--- config.mk ---
export PLATFORM = sky130hd
export DESIGN_NAME = dbgmb_top
export DESIGN_NICKNAME = d
export VERILOG_FILES = /design/src/logic/dbgmb_pkg.sv /design/src/logic/dbgmb_prog_gate.sv /design/src/logic/dbgmb_top.sv
export SDC_FILE = /design/constraint.sdc
export NUM_CORES = 1
export LEC_CHECK = 0
export BUFFER_PORTS_ARGS = -buffer_cell sky130_fd_sc_hd__buf_2
export CELL_PAD_IN_SITES_DETAIL_PLACEMENT = 1
export CELL_PAD_IN_SITES_GLOBAL_PLACEMENT = 1
export CORE_MARGIN = 8
export CORE_UTILIZATION = 36
export CTS_BUF_LIST = sky130_fd_sc_hd__clkbuf_4
export CTS_CLUSTER_DIAMETER = 50
export CTS_CLUSTER_SIZE = 24
export DETAILED_ROUTE_END_ITERATION = 8
export GPL_ROUTABILITY_DRIVEN = 1
export PLACE_DENSITY = 0.81
export SETUP_SLACK_MARGIN = 0.1
export SYNTH_ARGS = -nofsm -noshare
export SYNTH_HDL_FRONTEND = slang
export SYNTH_SLANG_ARGS = --single-unit
export TNS_END_PERCENT = 50
--- constraint.sdc ---
create_clock -name I_CLK -period 1.3 [get_ports I_CLK]
set_input_delay 0.26 -clock I_CLK [delete_from_list [all_inputs] [get_ports I_CLK]]
set_output_delay 0.26 -clock I_CLK [all_outputs]
set_load 0.005 [all_outputs]
--- src/logic/dbgmb_pkg.sv ---
// Shared constants and carrier types for the debug mailbox and test-port gate.
// Assumes every user reaches these names as dbgmb_pkg::name, with no import.
package dbgmb_pkg;
  localparam int DATA_W = 8;
  localparam int DIRTY_BIT = 7;
  localparam logic [7:0] MAILBOX_RESET = 8'h00;
  localparam logic [7:0] RDATA_RESET = 8'h00;
  // Fuse byte layout: a bit at one means the fuse is programmed.
  localparam int FUSE_DBG_EN_BIT = 7;
  localparam int FUSE_TP_EN_BIT = 6;
  localparam logic [7:0] FUSE_RESET = 8'h40;
  localparam int LOCK_W = 2;
  localparam logic [1:0] LOCK_RESET = 2'h0;

  typedef enum logic [1:0] {
    TGT_FLASH = 2'h0,
    TGT_EEPROM = 2'h1,
    TGT_FUSE = 2'h2,
    TGT_LOCK = 2'h3
  } dbgmb_target_t;

  typedef enum logic [1:0] {
    OP_PROG = 2'h0,
    OP_VERIFY = 2'h1,
    OP_ERASE = 2'h2,
    OP_NONE = 2'h3
  } dbgmb_op_t;

  // One programming command from the test port, valid for one cycle.
  typedef struct packed {
    logic valid;
    dbgmb_target_t target;
    dbgmb_op_t op;
    logic [7:0] data;
  } dbgmb_cmd_t;

  // One CPU access to the shared I/O address, strobes valid for one cycle.
  typedef struct packed {
    logic sel;
    logic wr;
    logic rd;
    logic [7:0] wdata;
  } dbgmb_io_t;
endpackage

--- src/logic/dbgmb_prog_gate.sv ---
// Test-port programming gate: holds fuse and lock bits, screens commands.
// Assumes commands arrive synchronous to the CPU clock from the TAP logic.
`timescale 1ns/10ps
`default_nettype none
module dbgmb_prog_gate #(
  parameter logic [7:0] FUSE_INIT = dbgmb_pkg::FUSE_RESET
) (
  input wire logic i_clk,
  input wire logic i_rst,
  input wire logic i_tap_en,
  input wire dbgmb_pkg::dbgmb_cmd_t i_cmd,
  output logic [7:0] o_fuse_q,
  output logic [1:0] o_lock_q,
  output dbgmb_pkg::dbgmb_cmd_t o_mem_req,
  output logic o_verify_valid,
  output logic [7:0] o_verify_data,
  output logic o_refused
);
  wire acc = i_cmd.valid & i_tap_en;
  wire is_fuse = i_cmd.target == dbgmb_pkg::TGT_FUSE;
  wire is_lock = i_cmd.target == dbgmb_pkg::TGT_LOCK;
  wire is_prog = i_cmd.op == dbgmb_pkg::OP_PROG;
  wire is_verify = i_cmd.op == dbgmb_pkg::OP_VERIFY;
  wire is_erase = i_cmd.op == dbgmb_pkg::OP_ERASE;
  wire locked = |o_lock_q;
  wire dbg_fuse_new = i_cmd.data[dbgmb_pkg::FUSE_DBG_EN_BIT] &
                      ~o_fuse_q[dbgmb_pkg::FUSE_DBG_EN_BIT];
  // A locked part may not gain the debug fuse, else it leaks its content.
  wire fuse_blocked = acc & is_fuse & is_prog & locked & dbg_fuse_new;
  wire fuse_wr = acc & is_fuse & is_prog & ~fuse_blocked;
  wire lock_wr = acc & is_lock & is_prog;
  wire erase = acc & is_erase;
  wire local_verify = acc & is_verify & (is_fuse | is_lock);
  wire mem_fwd = erase |
                 (acc & ~is_fuse & ~is_lock & (is_prog | is_verify));
  wire nxt_refused = (i_cmd.valid & ~i_tap_en) | fuse_blocked;
  wire [7:0] nxt_fuse_q = fuse_wr ? i_cmd.data : o_fuse_q;
  // Lock bits only gain programmed bits; only a chip erase or a reset clears them.
  wire [1:0] nxt_lock_q = erase ? dbgmb_pkg::LOCK_RESET :
                          lock_wr ? (o_lock_q | i_cmd.data[1:0]) : o_lock_q;
  wire [7:0] nxt_verify_data = is_fuse ? o_fuse_q : {6'h00, o_lock_q};
  wire dbgmb_pkg::dbgmb_cmd_t nxt_mem_req = mem_fwd ? i_cmd : '0;

  always_ff @(posedge i_clk) begin
    if (i_rst) begin
      o_fuse_q <= FUSE_INIT;
      o_lock_q <= dbgmb_pkg::LOCK_RESET;
      o_mem_req <= '0;
      o_verify_valid <= 1'b0;
      o_verify_data <= 8'h00;
      o_refused <= 1'b0;
    end else begin
      o_fuse_q <= nxt_fuse_q;
      o_lock_q <= nxt_lock_q;
      o_mem_req <= nxt_mem_req;
      o_verify_valid <= local_verify;
      o_verify_data <= local_verify ? nxt_verify_data : o_verify_data;
      o_refused <= nxt_refused;
    end
  end
endmodule
`default_nettype wire

--- src/logic/dbgmb_top.sv ---
// Debug mailbox on a shared CPU I/O address, test-port enable and fuse gate.
// Assumes CPU strobes, debugger controls and commands are on the CPU clock.
//
// Overview of operation
// - A CPU write stores its byte for the external debugger to read.
// - That CPU write also sets the dirty flag for the debugger.
// - A CPU read returns the dirty flag on bit 7, stored bits below.
// - Shared address reaches mailbox only with debug fuse and debugger on.
// - Test port is on only with its fuse programmed and disable bit zero.
// - Test port programs and verifies flash, EEPROM, fuses and lock bits.
// - A set lock bit blocks debug fuse programming until chip erase or reset.
`timescale 1ns/10ps
`default_nettype none
module dbgmb_top #(
  parameter logic SHARED_ADDR = 1'b1,
  parameter logic [7:0] FUSE_INIT = dbgmb_pkg::FUSE_RESET
) (
  input wire logic I_CLK,
  input wire logic I_SYS_RST,
  input wire dbgmb_pkg::dbgmb_io_t I_IO,
  input wire logic I_DBG_ACC_EN,
  input wire logic I_DBG_CLR,
  input wire logic I_TP_DISABLE_BIT,
  input wire dbgmb_pkg::dbgmb_cmd_t I_CMD,
  output logic [7:0] O_IO_RDATA,
  output logic O_STD_WR,
  output logic O_STD_RD,
  output logic [7:0] O_STD_WDATA,
  output logic [7:0] O_DBG_DATA,
  output logic O_DBG_DIRTY,
  output logic O_TAP_EN,
  output logic [7:0] O_FUSE,
  output logic [1:0] O_LOCK,
  output dbgmb_pkg::dbgmb_cmd_t O_MEM_REQ,
  output logic O_VERIFY_VALID,
  output logic [7:0] O_VERIFY_DATA,
  output logic O_PROG_REFUSED
);
  logic [7:0] debug_mailbox_ff;
  logic debug_data_dirty_flag_ff;
  logic [7:0] rdata_ff;
  logic std_wr_ff;
  logic std_rd_ff;
  logic [7:0] std_wdata_ff;
  logic tap_en_ff;
  logic [7:0] fuse_q;
  logic [1:0] lock_q;

  // The fuse and lock store sits in the gate so that a locked check never
  // sees a lock write still in flight.
  dbgmb_prog_gate #(
    .FUSE_INIT(FUSE_INIT)
  ) u_gate (
    .i_clk(I_CLK),
    .i_rst(I_SYS_RST),
    .i_tap_en(tap_en_ff),
    .i_cmd(I_CMD),
    .o_fuse_q(fuse_q),
    .o_lock_q(lock_q),
    .o_mem_req(O_MEM_REQ),
    .o_verify_valid(O_VERIFY_VALID),
    .o_verify_data(O_VERIFY_DATA),
    .o_refused(O_PROG_REFUSED)
  );

  wire debug_enable_fuse = fuse_q[dbgmb_pkg::FUSE_DBG_EN_BIT];
  wire test_port_enable_fuse = fuse_q[dbgmb_pkg::FUSE_TP_EN_BIT];
  // Without a shared address the mailbox owns the location outright.
  wire mb_route = SHARED_ADDR ?
                  (debug_enable_fuse & I_DBG_ACC_EN) : 1'b1;
  wire mb_wr = I_IO.sel & I_IO.wr & mb_route;
  wire mb_rd = I_IO.sel & I_IO.rd & mb_route;
  wire std_wr = I_IO.sel & I_IO.wr & ~mb_route;
  wire std_rd = I_IO.sel & I_IO.rd & ~mb_route;
  // Unread data is overwritten with no error; software must pace itself.
  wire [7:0] nxt_debug_mailbox =
    mb_wr ? I_IO.wdata : debug_mailbox_ff;
  // A write in the cycle of a debugger clear wins, so no byte goes unseen.
  wire nxt_debug_data_dirty_flag = mb_wr |
                                   (debug_data_dirty_flag_ff & ~I_DBG_CLR);
  wire [7:0] read_word =
    {debug_data_dirty_flag_ff, debug_mailbox_ff[6:0]};
  wire [7:0] nxt_rdata = mb_rd ? read_word : rdata_ff;
  wire [7:0] nxt_std_wdata = std_wr ? I_IO.wdata : std_wdata_ff;
  wire nxt_tap_en = test_port_enable_fuse & ~I_TP_DISABLE_BIT;

  always_ff @(posedge I_CLK) begin
    if (I_SYS_RST) begin
      debug_mailbox_ff <= dbgmb_pkg::MAILBOX_RESET;
      debug_data_dirty_flag_ff <= 1'b0;
      rdata_ff <= dbgmb_pkg::RDATA_RESET;
      std_wr_ff <= 1'b0;
      std_rd_ff <= 1'b0;
      std_wdata_ff <= 8'h00;
      tap_en_ff <= 1'b0;
    end else begin
      debug_mailbox_ff <= nxt_debug_mailbox;
      debug_data_dirty_flag_ff <= nxt_debug_data_dirty_flag;
      rdata_ff <= nxt_rdata;
      std_wr_ff <= std_wr;
      std_rd_ff <= std_rd;
      std_wdata_ff <= nxt_std_wdata;
      tap_en_ff <= nxt_tap_en;
    end
  end

  assign O_IO_RDATA = rdata_ff;
  assign O_STD_WR = std_wr_ff;
  assign O_STD_RD = std_rd_ff;
  assign O_STD_WDATA = std_wdata_ff;
  assign O_DBG_DATA = debug_mailbox_ff;
  assign O_DBG_DIRTY = debug_data_dirty_flag_ff;
  assign O_TAP_EN = tap_en_ff;
  assign O_FUSE = fuse_q;
  assign O_LOCK = lock_q;
endmodule
`default_nettype wire

==> run_results.csv, run 1 <==
group,metric,value,unit
outcome,status,"finished clean",
clock_tree,cts_inserted_buffers,9,
floorplanning,start_util,36.7,%
power,cell_internal_pwr,2.99,mW
synthesis,syn_area,0.00230,mm²
placed_design,post-place-cells,407,
clock_tree,tritoncts,"yes",
power,switching_power,0.870,mW
clock_tree,clock-sinks,61,
setup_path,start_kind,"register",
timing,setup_viol,0,
routing,drcViolationCount,0,
timing,hold_viol_final,0,
cells_and_area,drive_gt1_share,39.7,%
setup_path,cp_data_arrival_time,0.96,ns
timing,clock_skew,0.0119,ns
synthesis,synth-seq-cells,61,
routing,ant_nets,0,
power,p_leak,1.39,nW
power,ir_worst_vdd,0.000697,V
timing,final.setup.tns,0,ns
cells_and_area,final_util,50.5,%
placed_design,dp_hpwl,5340,µm
placed_design,place.gp.congestion,0.784,
synthesis,netlist_instances,245,
floorplanning,io_pins,90,
synthesis,yosys.area.top_type,"dfxtp_1",
global_routing,grt_pass1_vias,2367,
clock_tree,worstSkewPairLatency,0.41,ns
synthesis,yosysWarningCount,0,
cells_and_area,final_area,0.00317,mm²
floorplanning,rows,29,
power,seqPwrFrac,49.3,%
clock_tree,cts_htree_levels,3,
hold_path,hp-class,"input pin to register",
timing,min_period_over_period,94.0,%
synthesis,synth_top_area_share,53.1,%
flow_run,cap_violations,0,
timing,report.final.slew_viol_count,0,
synthesis,synth_fp_nets,274,
synthesis,yosys-top-cells-area,"dfxtp_1 (53%), a21oi_1 (7.6%), nand2_1 (5.9%)",
routing,wire_per_inst,16.9,µm
routing,routed_wirelength,7280,µm
floorplanning,design.die.area,0.00921,mm²
global_routing,grt_first_pass_wirelength,11300,µm
hold_path,min_from,"I_CMD[4]",
timing,slew_headroom,74.3,%
placed_design,io_buffers,89,
routing,via_count,2230,
synthesis,yosys_most_used_dff,"dfxtp_1",
clock_tree,cts_root_buf,"clkbuf_4",
cells_and_area,fin_cells,432,
cells_and_area,n_antenna_cell,0,
routing,first_pass_iters,4,
setup_path,worstSetupPathType,"register to output pin",
routing,drtIter0Drc,37,
power,p_sw_share,22.5,%
cells_and_area,fillers,773,
timing,whs,0.0588,ns
global_routing,global_route.overflow_total,0,
placed_design,placed_cell_area,0.00286,mm²
clock_tree,path_clk_slew,0.11,ns
cells_and_area,finalNetCount,379,
global_routing,grt_max_degree,56,
timing,worstMarginPinSlew,0.384,ns
setup_path,critPathMaxFanout,2,
synthesis,syn_area_per_cell,9.39,µm²
setup_path,critical_path.endpoint_type,"output pin",
floorplanning,die_y,95.9,µm
setup_path,cp-startpoint,"u_gate.o_lock_q[0]$_SDFFE_PP0P_",
cells_and_area,area_delta_synth_final,37.8,%
floorplanning,core_area,0.00628,mm²
routing,via_per_inst,5.16,
synthesis,async_flop_share,0,%
power,pwr-share-comb,6.2,%
synthesis,synthDistinctLibCells,34,
setup_path,r2r-start,"O_TAP_EN$_SDFF_PP0_",
global_routing,grt_util_all_layers,16.1,%
power,pwr-share-clk,44.5,%
timing,rsz0062_at_grt,"true",
power,power_density,1220,mW/mm²
timing,fmax,818,MHz
synthesis,ys_seq_area_share,53.1,%
clock_tree,clockBufferDepth,2,
floorplanning,dieWidth,95.9,µm
synthesis,synth_edf_count,0,
setup_path,crit_required,1.04,ns
timing,final.min_clock_period,1.22,ns
global_routing,grt_antenna_before_repair,0,
-- sequential cells by signal, indices dropped and copies added (netlist names) --
register and cells:
O_TAP_EN 1, u_gate.o_verify_valid 1, O_IO_RDATA 8, u_gate.o_refused 1, u_gate.o_verify_data 8, O_STD_RD 1, u_gate.o_mem_req 13, O_DBG_DIRTY 1
O_STD_WDATA 8, O_DBG_DATA 8, O_STD_WR 1, u_gate.o_fuse_q 8, u_gate.o_lock_q 2
-- what timing repair did --
action | 4_1_cts | 5_1_grt
buffers inserted | 2 | 5
resized for setup | 11 | 10
endpoints found under the hold margin | 1 | 0
hold buffers | 1 | 0
pin swaps | 0 | 5
gates cloned | 0 | 1
setup endpoints to repair | 57 | 50
-- cell usage in the layout (no fill, tap or decap), types with 3 or more instances in the layout --
master     count
nor2_1         3
nor3_1         3
o21ai_1        9
clkbuf_4      10
buf_2         87
buf_4         13
bufinv_16      3
nand2_1       36
and2_1        14
a21oi_1       33
dfxtp_2        6
dfxtp_1       53
buf_6          7
nand3_1        8
mux2i_1        9
o21ai_0        5
nand4_1        8
nand2b_1      14
-- cells in the mapped netlist, types with 3 or more instances --
cell type	count
a21oi_1	35
and2_1	14
buf_2	9
buf_6	3
clkbuf_1	3
dfxtp_1	61
mux2i_1	9
nand2_1	36
nand2b_1	14
nand3_1	8
nand4_1	8
nor2_1	3
nor3_1	3
o21ai_0	6
o21ai_1	8
-- worst max-delay path, cell delays in order, from the launching register on --
cell	delay, ns
dfxtp_2	0.34
buf_6	0.12
buf_6	0.10
-- power groups by stage --
stage | Combinational (mW) | Sequential, mW | Clock [mW]
floorplan | 0.101 | 1.95 | 0
global placement | 0.223 | 1.95 | 0
detailed placement | 0.230 | 1.95 | 0
CTS | 0.234 | 1.90 | 1.75
global route | 0.264 | 1.91 | 1.83
finish | 0.240 | 1.90 | 1.72
-- layout make-up --
cell class	count	area, µm²	area share, %
inverter	2	7.51	0.237
clock buffer	10	75.1	2.37
timing repair buffer	111	667	21.0
multi-input combinational	165	978	30.8
tap	77	96.3	3.04
sequential	61	1240	39.0
clock inverter	6	111	3.51
-- stage by stage --
stage | setup slack [ns] | power [mW]
2_1_floorplan | 0.113 | 2.05
3_3_place_gp | 0.0455 | 2.17
3_5_place_dp | -0.0355 | 2.18
4_1_cts | 0.0559 | 3.89
5_1_grt | 0.0368 | 4.00
6_report | 0.0779 | 3.86
-- logic make-up after synthesis --
| family | count (synthesis) | share of synthesized area, % |
|---|---|---|
| compound gates | 59 | 15.6 |
| buf+inv | 19 | 4.78 |
| flops | 61 | 53.1 |
| mux | 9 | 3.92 |
| simple gates | 97 | 22.7 |
-- layer usage --
metal	track usage (%)	wire [µm]
met5	0	0
met4	8.32	130
met3	4.91	595
met2	27.6	3590
met1	17.5	2960
-- worst paths after layout --
check	to	slack [ns]	cells past startpoint
setup / recovery	O_LOCK[0]	0.08	2
hold / removal	u_gate.o_mem_req[4]$_SDFF_PP0_	0.06	2
setup reg to reg	u_gate.o_fuse_q[2]$_SDFFE_PP0P_	0.11	4
hold reg to reg	O_IO_RDATA[1]$_SDFFE_PP0P_	0.46	2
No activity file was read; power rests on OpenSTA's default activity.
==> inputs of run 2 (changes only) <==
- MAX_ROUTING_LAYER: default -> met4
==> run_results.csv, run 2 (synthesized netlist as in run 1, its figures left out) <==
group,metric,value,unit
power,p_leak,1.39,nW
placed_design,post-place-cells,407,
cells_and_area,area_delta_synth_final,38.4,%
flow_run,cap_violations,0,
clock_tree,path_clk_slew,0.11,ns
timing,setup_viol,0,
placed_design,place.gp.congestion,0.795,
timing,report.final.slew_viol_count,0,
global_routing,grt_first_pass_wirelength,11300,µm
timing,hold_viol_final,0,
setup_path,start_kind,"register",
cells_and_area,final_util,50.7,%
clock_tree,clockBufferDepth,2,
clock_tree,worstSkewPairLatency,0.41,ns
routing,via_count,2215,
floorplanning,design.die.area,0.00921,mm²
setup_path,worstSetupPathType,"register to output pin",
timing,fin_ws,0.0774,ns
floorplanning,die_y,95.9,µm
timing,final.min_clock_period,1.22,ns
setup_path,critical_path.endpoint_type,"output pin",
timing,slew_headroom,76.7,%
setup_path,crit_end,"O_LOCK[0]",
timing,worstMarginPinSlew,0.349,ns
hold_path,hp-class,"input pin to register",
placed_design,pre_cts_ws,-0.0355,ns
floorplanning,core_area,0.00628,mm²
floorplanning,dieWidth,95.9,µm
power,power_density,1210,mW/mm²
cells_and_area,mostFrequentLayoutCell,"buf_2",
cells_and_area,fillers,774,
cells_and_area,final_cell_mix,"buf_2 (87), dfxtp_1 (49), nand2_1 (36)",
clock_tree,cts_htree_levels,3,
cells_and_area,drive_gt1_share,41.0,%
global_routing,grt_antenna_before_repair,0,
setup_path,critPathMaxFanout,2,
routing,drtIter0Drc,36,
cells_and_area,n_antenna_cell,0,
cells_and_area,largest_reg_flops,13,
timing,rsz0062_at_grt,"true",
placed_design,io_buffers,89,
setup_path,crit_required,1.04,ns
timing,min_period_over_period,94.0,%
global_routing,grt_max_degree,56,
hold_path,hold_depth,2,
routing,ant_nets,0,
placed_design,dp_hpwl,5340,µm
clock_tree,tritoncts,"yes",
setup_path,reg2reg_to,"u_gate.o_fuse_q[3]$_SDFFE_PP0P_",
routing,first_pass_iters,4,
global_routing,grt_pass1_vias,2364,
global_routing,grt_util_all_layers,16.6,%
floorplanning,start_util,36.7,%
clock_tree,cts_inserted_buffers,9,
clock_tree,clock-sinks,61,
setup_path,regToRegSetupSlack,0.10,ns
power,ir_worst_vdd,0.000727,V
clock_tree,cts_root_buf,"clkbuf_4",
routing,wire_per_inst,16.8,µm
routing,via_per_inst,5.12,
floorplanning,rows,29,
cells_and_area,top_register,"u_gate.o_mem_req",
timing,whs,0.0601,ns
cells_and_area,fin_cells,433,
cells_and_area,finalNetCount,380,
global_routing,global_route.overflow_total,0,
timing,clock_skew,0.0111,ns
setup_path,cp_data_arrival_time,0.96,ns
floorplanning,io_pins,90,
setup_path,r2r-start,"O_TAP_EN$_SDFF_PP0_",
routing,routed_wirelength,7290,µm
timing,fmax,818,MHz
setup_path,cp-startpoint,"u_gate.o_lock_q[0]$_SDFFE_PP0P_",
outcome,status,"finished clean",
power,power,3.86,mW
routing,drcViolationCount,0,
setup_path,reg2regPathDepth,4,
-- run 2: worst min path at each step --
stage,from,end,slack (ns)
2_1_floorplan,I_TP_DISABLE_BIT,O_TAP_EN$_SDFF_PP0_,0.34
3_3_place_gp,I_TP_DISABLE_BIT,O_TAP_EN$_SDFF_PP0_,0.42
3_5_place_dp,I_TP_DISABLE_BIT,O_TAP_EN$_SDFF_PP0_,0.42
4_1_cts,I_CMD[4],u_gate.o_mem_req[4]$_SDFF_PP0_,0.05
5_1_grt,I_CMD[4],u_gate.o_mem_req[4]$_SDFF_PP0_,0.05
6_report,I_CMD[4],u_gate.o_mem_req[4]$_SDFF_PP0_,0.06
-- run 2: cell type report --
type | instances | area, µm² | area share, %
flip-flops and latches | 61 | 1240 | 39.0
repair buffers | 112 | 674 | 21.2
clock buffers | 10 | 75.1 | 2.36
multi-input cells | 165 | 978 | 30.7
clock inverters | 6 | 111 | 3.50
well taps | 77 | 96.3 | 3.03
inverters | 2 | 7.51 | 0.236
-- run 2: repair_timing --
item                                    CTS  global route
pin swaps                                 0             7
hold buffers                              1             0
setup buffers                             2             6
endpoints found under the hold margin     1             0
cloned                                    0             1
endpoints found under the setup margin   57            52
resized for setup                        11            14
-- run 2: power by group --
part	leakage (nW)	switching (mW)	internal [mW]	total (mW)
Combinational	0.797	0.135	0.105	0.240
Sequential	0.499	0.0123	1.89	1.90
Clock	0.0966	0.723	0.995	1.72
Total	1.39	0.871	2.99	3.86
-- run 2: layer usage --
metal / wire [µm] / vias to the layer above / GRT usage (%)
li1: - / 1065 / -
met1: 3040 / 1069 / 18.0
met2: 3610 / 72 / 27.5
met3: 538 / 9 / 5.30
met4: 107 / 0 / 6.79
met5: 0 / - / -
-- run 2: critical path, stage by stage, from the launching register on --
cell and delay (ns):
dfxtp_2 0.34, buf_6 0.12, buf_6 0.10
-- run 2: metrics by stage --
stage	instance area (µm²)	TNS [ns]
after floorplan	2300	0
after global placement	2860	0
after detailed placement	2860	-0.0740
after CTS	3110	0
after global routing	3180	0
final	3180	0
==> inputs of run 3 (changes only) <==
- GPL_TIMING_DRIVEN: default -> 0
==> run_results.csv, run 3 (synthesized netlist as in run 1, its figures left out) <==
group,metric,value,unit
setup_path,start_kind,"register",
hold_path,hp-class,"input pin to register",
cells_and_area,mostFrequentLayoutCell,"buf_2",
timing,fmax,781,MHz
outcome,status,"finished clean",
timing,hold_viol_final,0,
clock_tree,cts_inserted_buffers,9,
placed_design,io_buffers,89,
cells_and_area,finalNetCount,384,
floorplanning,design.die.area,0.00921,mm²
routing,wire_per_inst,17.1,µm
setup_path,critPathMaxFanout,7,
timing,rsz0062_at_grt,"true",
setup_path,cp_common_cell,"buf_6",
clock_tree,clockBufferDepth,2,
clock_tree,clock-sinks,61,
setup_path,cp_slowest_cell,"dfxtp_4",
cells_and_area,n_antenna_cell,0,
clock_tree,cts_root_buf,"clkbuf_4",
flow_run,cap_violations,0,
setup_path,critical_path.endpoint_type,"register",
floorplanning,start_util,36.7,%
power,p_leak,1.37,nW
power,ir_worst_vdd,0.000770,V
routing,drtIter0Drc,32,
cells_and_area,area_delta_synth_final,36.4,%
timing,worstMarginPinSlew,0.330,ns
cells_and_area,largest_reg_flops,13,
floorplanning,dieWidth,95.9,µm
floorplanning,rows,29,
cells_and_area,top_register,"u_gate.o_mem_req",
routing,drcViolationCount,0,
timing,min_period_over_period,98.5,%
placed_design,place.gp.congestion,0.783,
cells_and_area,final_cell_mix,"buf_2 (94), dfxtp_1 (38), nand2_1 (36)",
clock_tree,path_clk_slew,0.11,ns
timing,slew_headroom,78.0,%
global_routing,grt_util_all_layers,17.2,%
timing,clock_skew,0.00829,ns
setup_path,crit_required,1.64,ns
clock_tree,worstSkewPairLatency,0.41,ns
placed_design,pre_cts_ws,-0.180,ns
global_routing,grt_max_degree,13,
timing,report.final.slew_viol_count,0,
power,power,3.51,mW
timing,fin_ws,0.0196,ns
routing,via_count,2222,
clock_tree,cts_htree_levels,3,
global_routing,global_route.overflow_total,0,
timing,final.min_clock_period,1.28,ns
global_routing,grt_pass1_vias,2323,
timing,final.setup.tns,0,ns
clock_tree,tritoncts,"yes",
placed_design,dp_hpwl,5310,µm
cells_and_area,drive_gt1_share,44.2,%
floorplanning,core_area,0.00628,mm²
setup_path,crit_chain,"and3b_1 -> buf_6 -> o311a_1 -> buf_6 -> mux2i_1",
routing,first_pass_iters,4,
setup_path,cpPeakStageDelay,0.39,ns
global_routing,grt_first_pass_wirelength,11700,µm
routing,via_per_inst,5.08,
timing,setup_viol,0,
setup_path,crit_buf_inv,2,
floorplanning,die_y,95.9,µm
cells_and_area,fillers,772,
cells_and_area,final_util,50.0,%
global_routing,grt_antenna_before_repair,0,
setup_path,worstSetupPathType,"register to register",
setup_path,cp_data_arrival_time,1.62,ns
routing,routed_wirelength,7490,µm
floorplanning,io_pins,90,
setup_path,crit_family,"flip-flops",
power,power_density,1120,mW/mm²
routing,ant_nets,0,
## run 3: what timing repair did
action,in CTS,in global routing
cloned,0,1
hold buffers,1,0
resized for setup,6,36
hold endpoints to repair,1,0
pin swaps,3,5
endpoints found under the setup margin,52,71
buffers inserted,4,4
## run 3: stage by stage
| step | hold WS [ns] | instance area (µm²) | cells |
|---|---|---|---|
| after floorplan | 0.336 | 2300 | 245 |
| after global placement | 0.422 | 2840 | 411 |
| after detailed placement | 0.425 | 2840 | 411 |
| after CTS | 0.0333 | 3040 | 432 |
| after global routing | 0.0476 | 3140 | 437 |
| final | 0.0563 | 3140 | 437 |
## run 3: layout make-up
type | instances | area [µm²] | area share, %
Sequential cell | 61 | 1250 | 40.0
Clock inverter | 7 | 75.1 | 2.39
Tap cell | 77 | 96.3 | 3.07
Buffer | 17 | 119 | 3.79
Multi-Input combinational cell | 165 | 988 | 31.5
Timing Repair Buffer | 99 | 529 | 16.9
Clock buffer | 9 | 67.6 | 2.15
Inverter | 2 | 7.51 | 0.239
## run 3: routing by layer
metal	vias to the layer above	track usage, %	wire length, µm	part of all wire (%)
li1	1079	-	-	-
met1	1050	20.3	3290	44
met2	77	27.1	3540	47
met3	16	3.98	493	6.6
met4	0	8.07	165	2.2
met5	-	-	0	0
## run 3: worst paths after layout
check | startpoint | to | slack (ns) | cells past startpoint
hold / removal | I_CMD[3] | u_gate.o_mem_req[3]$_SDFF_PP0_ | 0.06 | 2
setup reg to reg | O_TAP_EN$_SDFF_PP0_ | u_gate.o_fuse_q[1]$_SDFFE_PP0P_ | 0.02 | 5
setup / recovery | O_TAP_EN$_SDFF_PP0_ | u_gate.o_fuse_q[1]$_SDFFE_PP0P_ | 0.02 | 5
hold reg to reg | O_IO_RDATA[5]$_SDFFE_PP0P_ | O_IO_RDATA[5]$_SDFFE_PP0P_ | 0.47 | 2
## run 3: power by group
part	leakage [nW]	switching, mW	total (mW)	internal (mW)
registers	0.504	0.0120	1.90	1.89
logic	0.800	0.141	0.243	0.102
clock network	0.0685	0.777	1.37	0.590
total	1.37	0.930	3.51	2.58
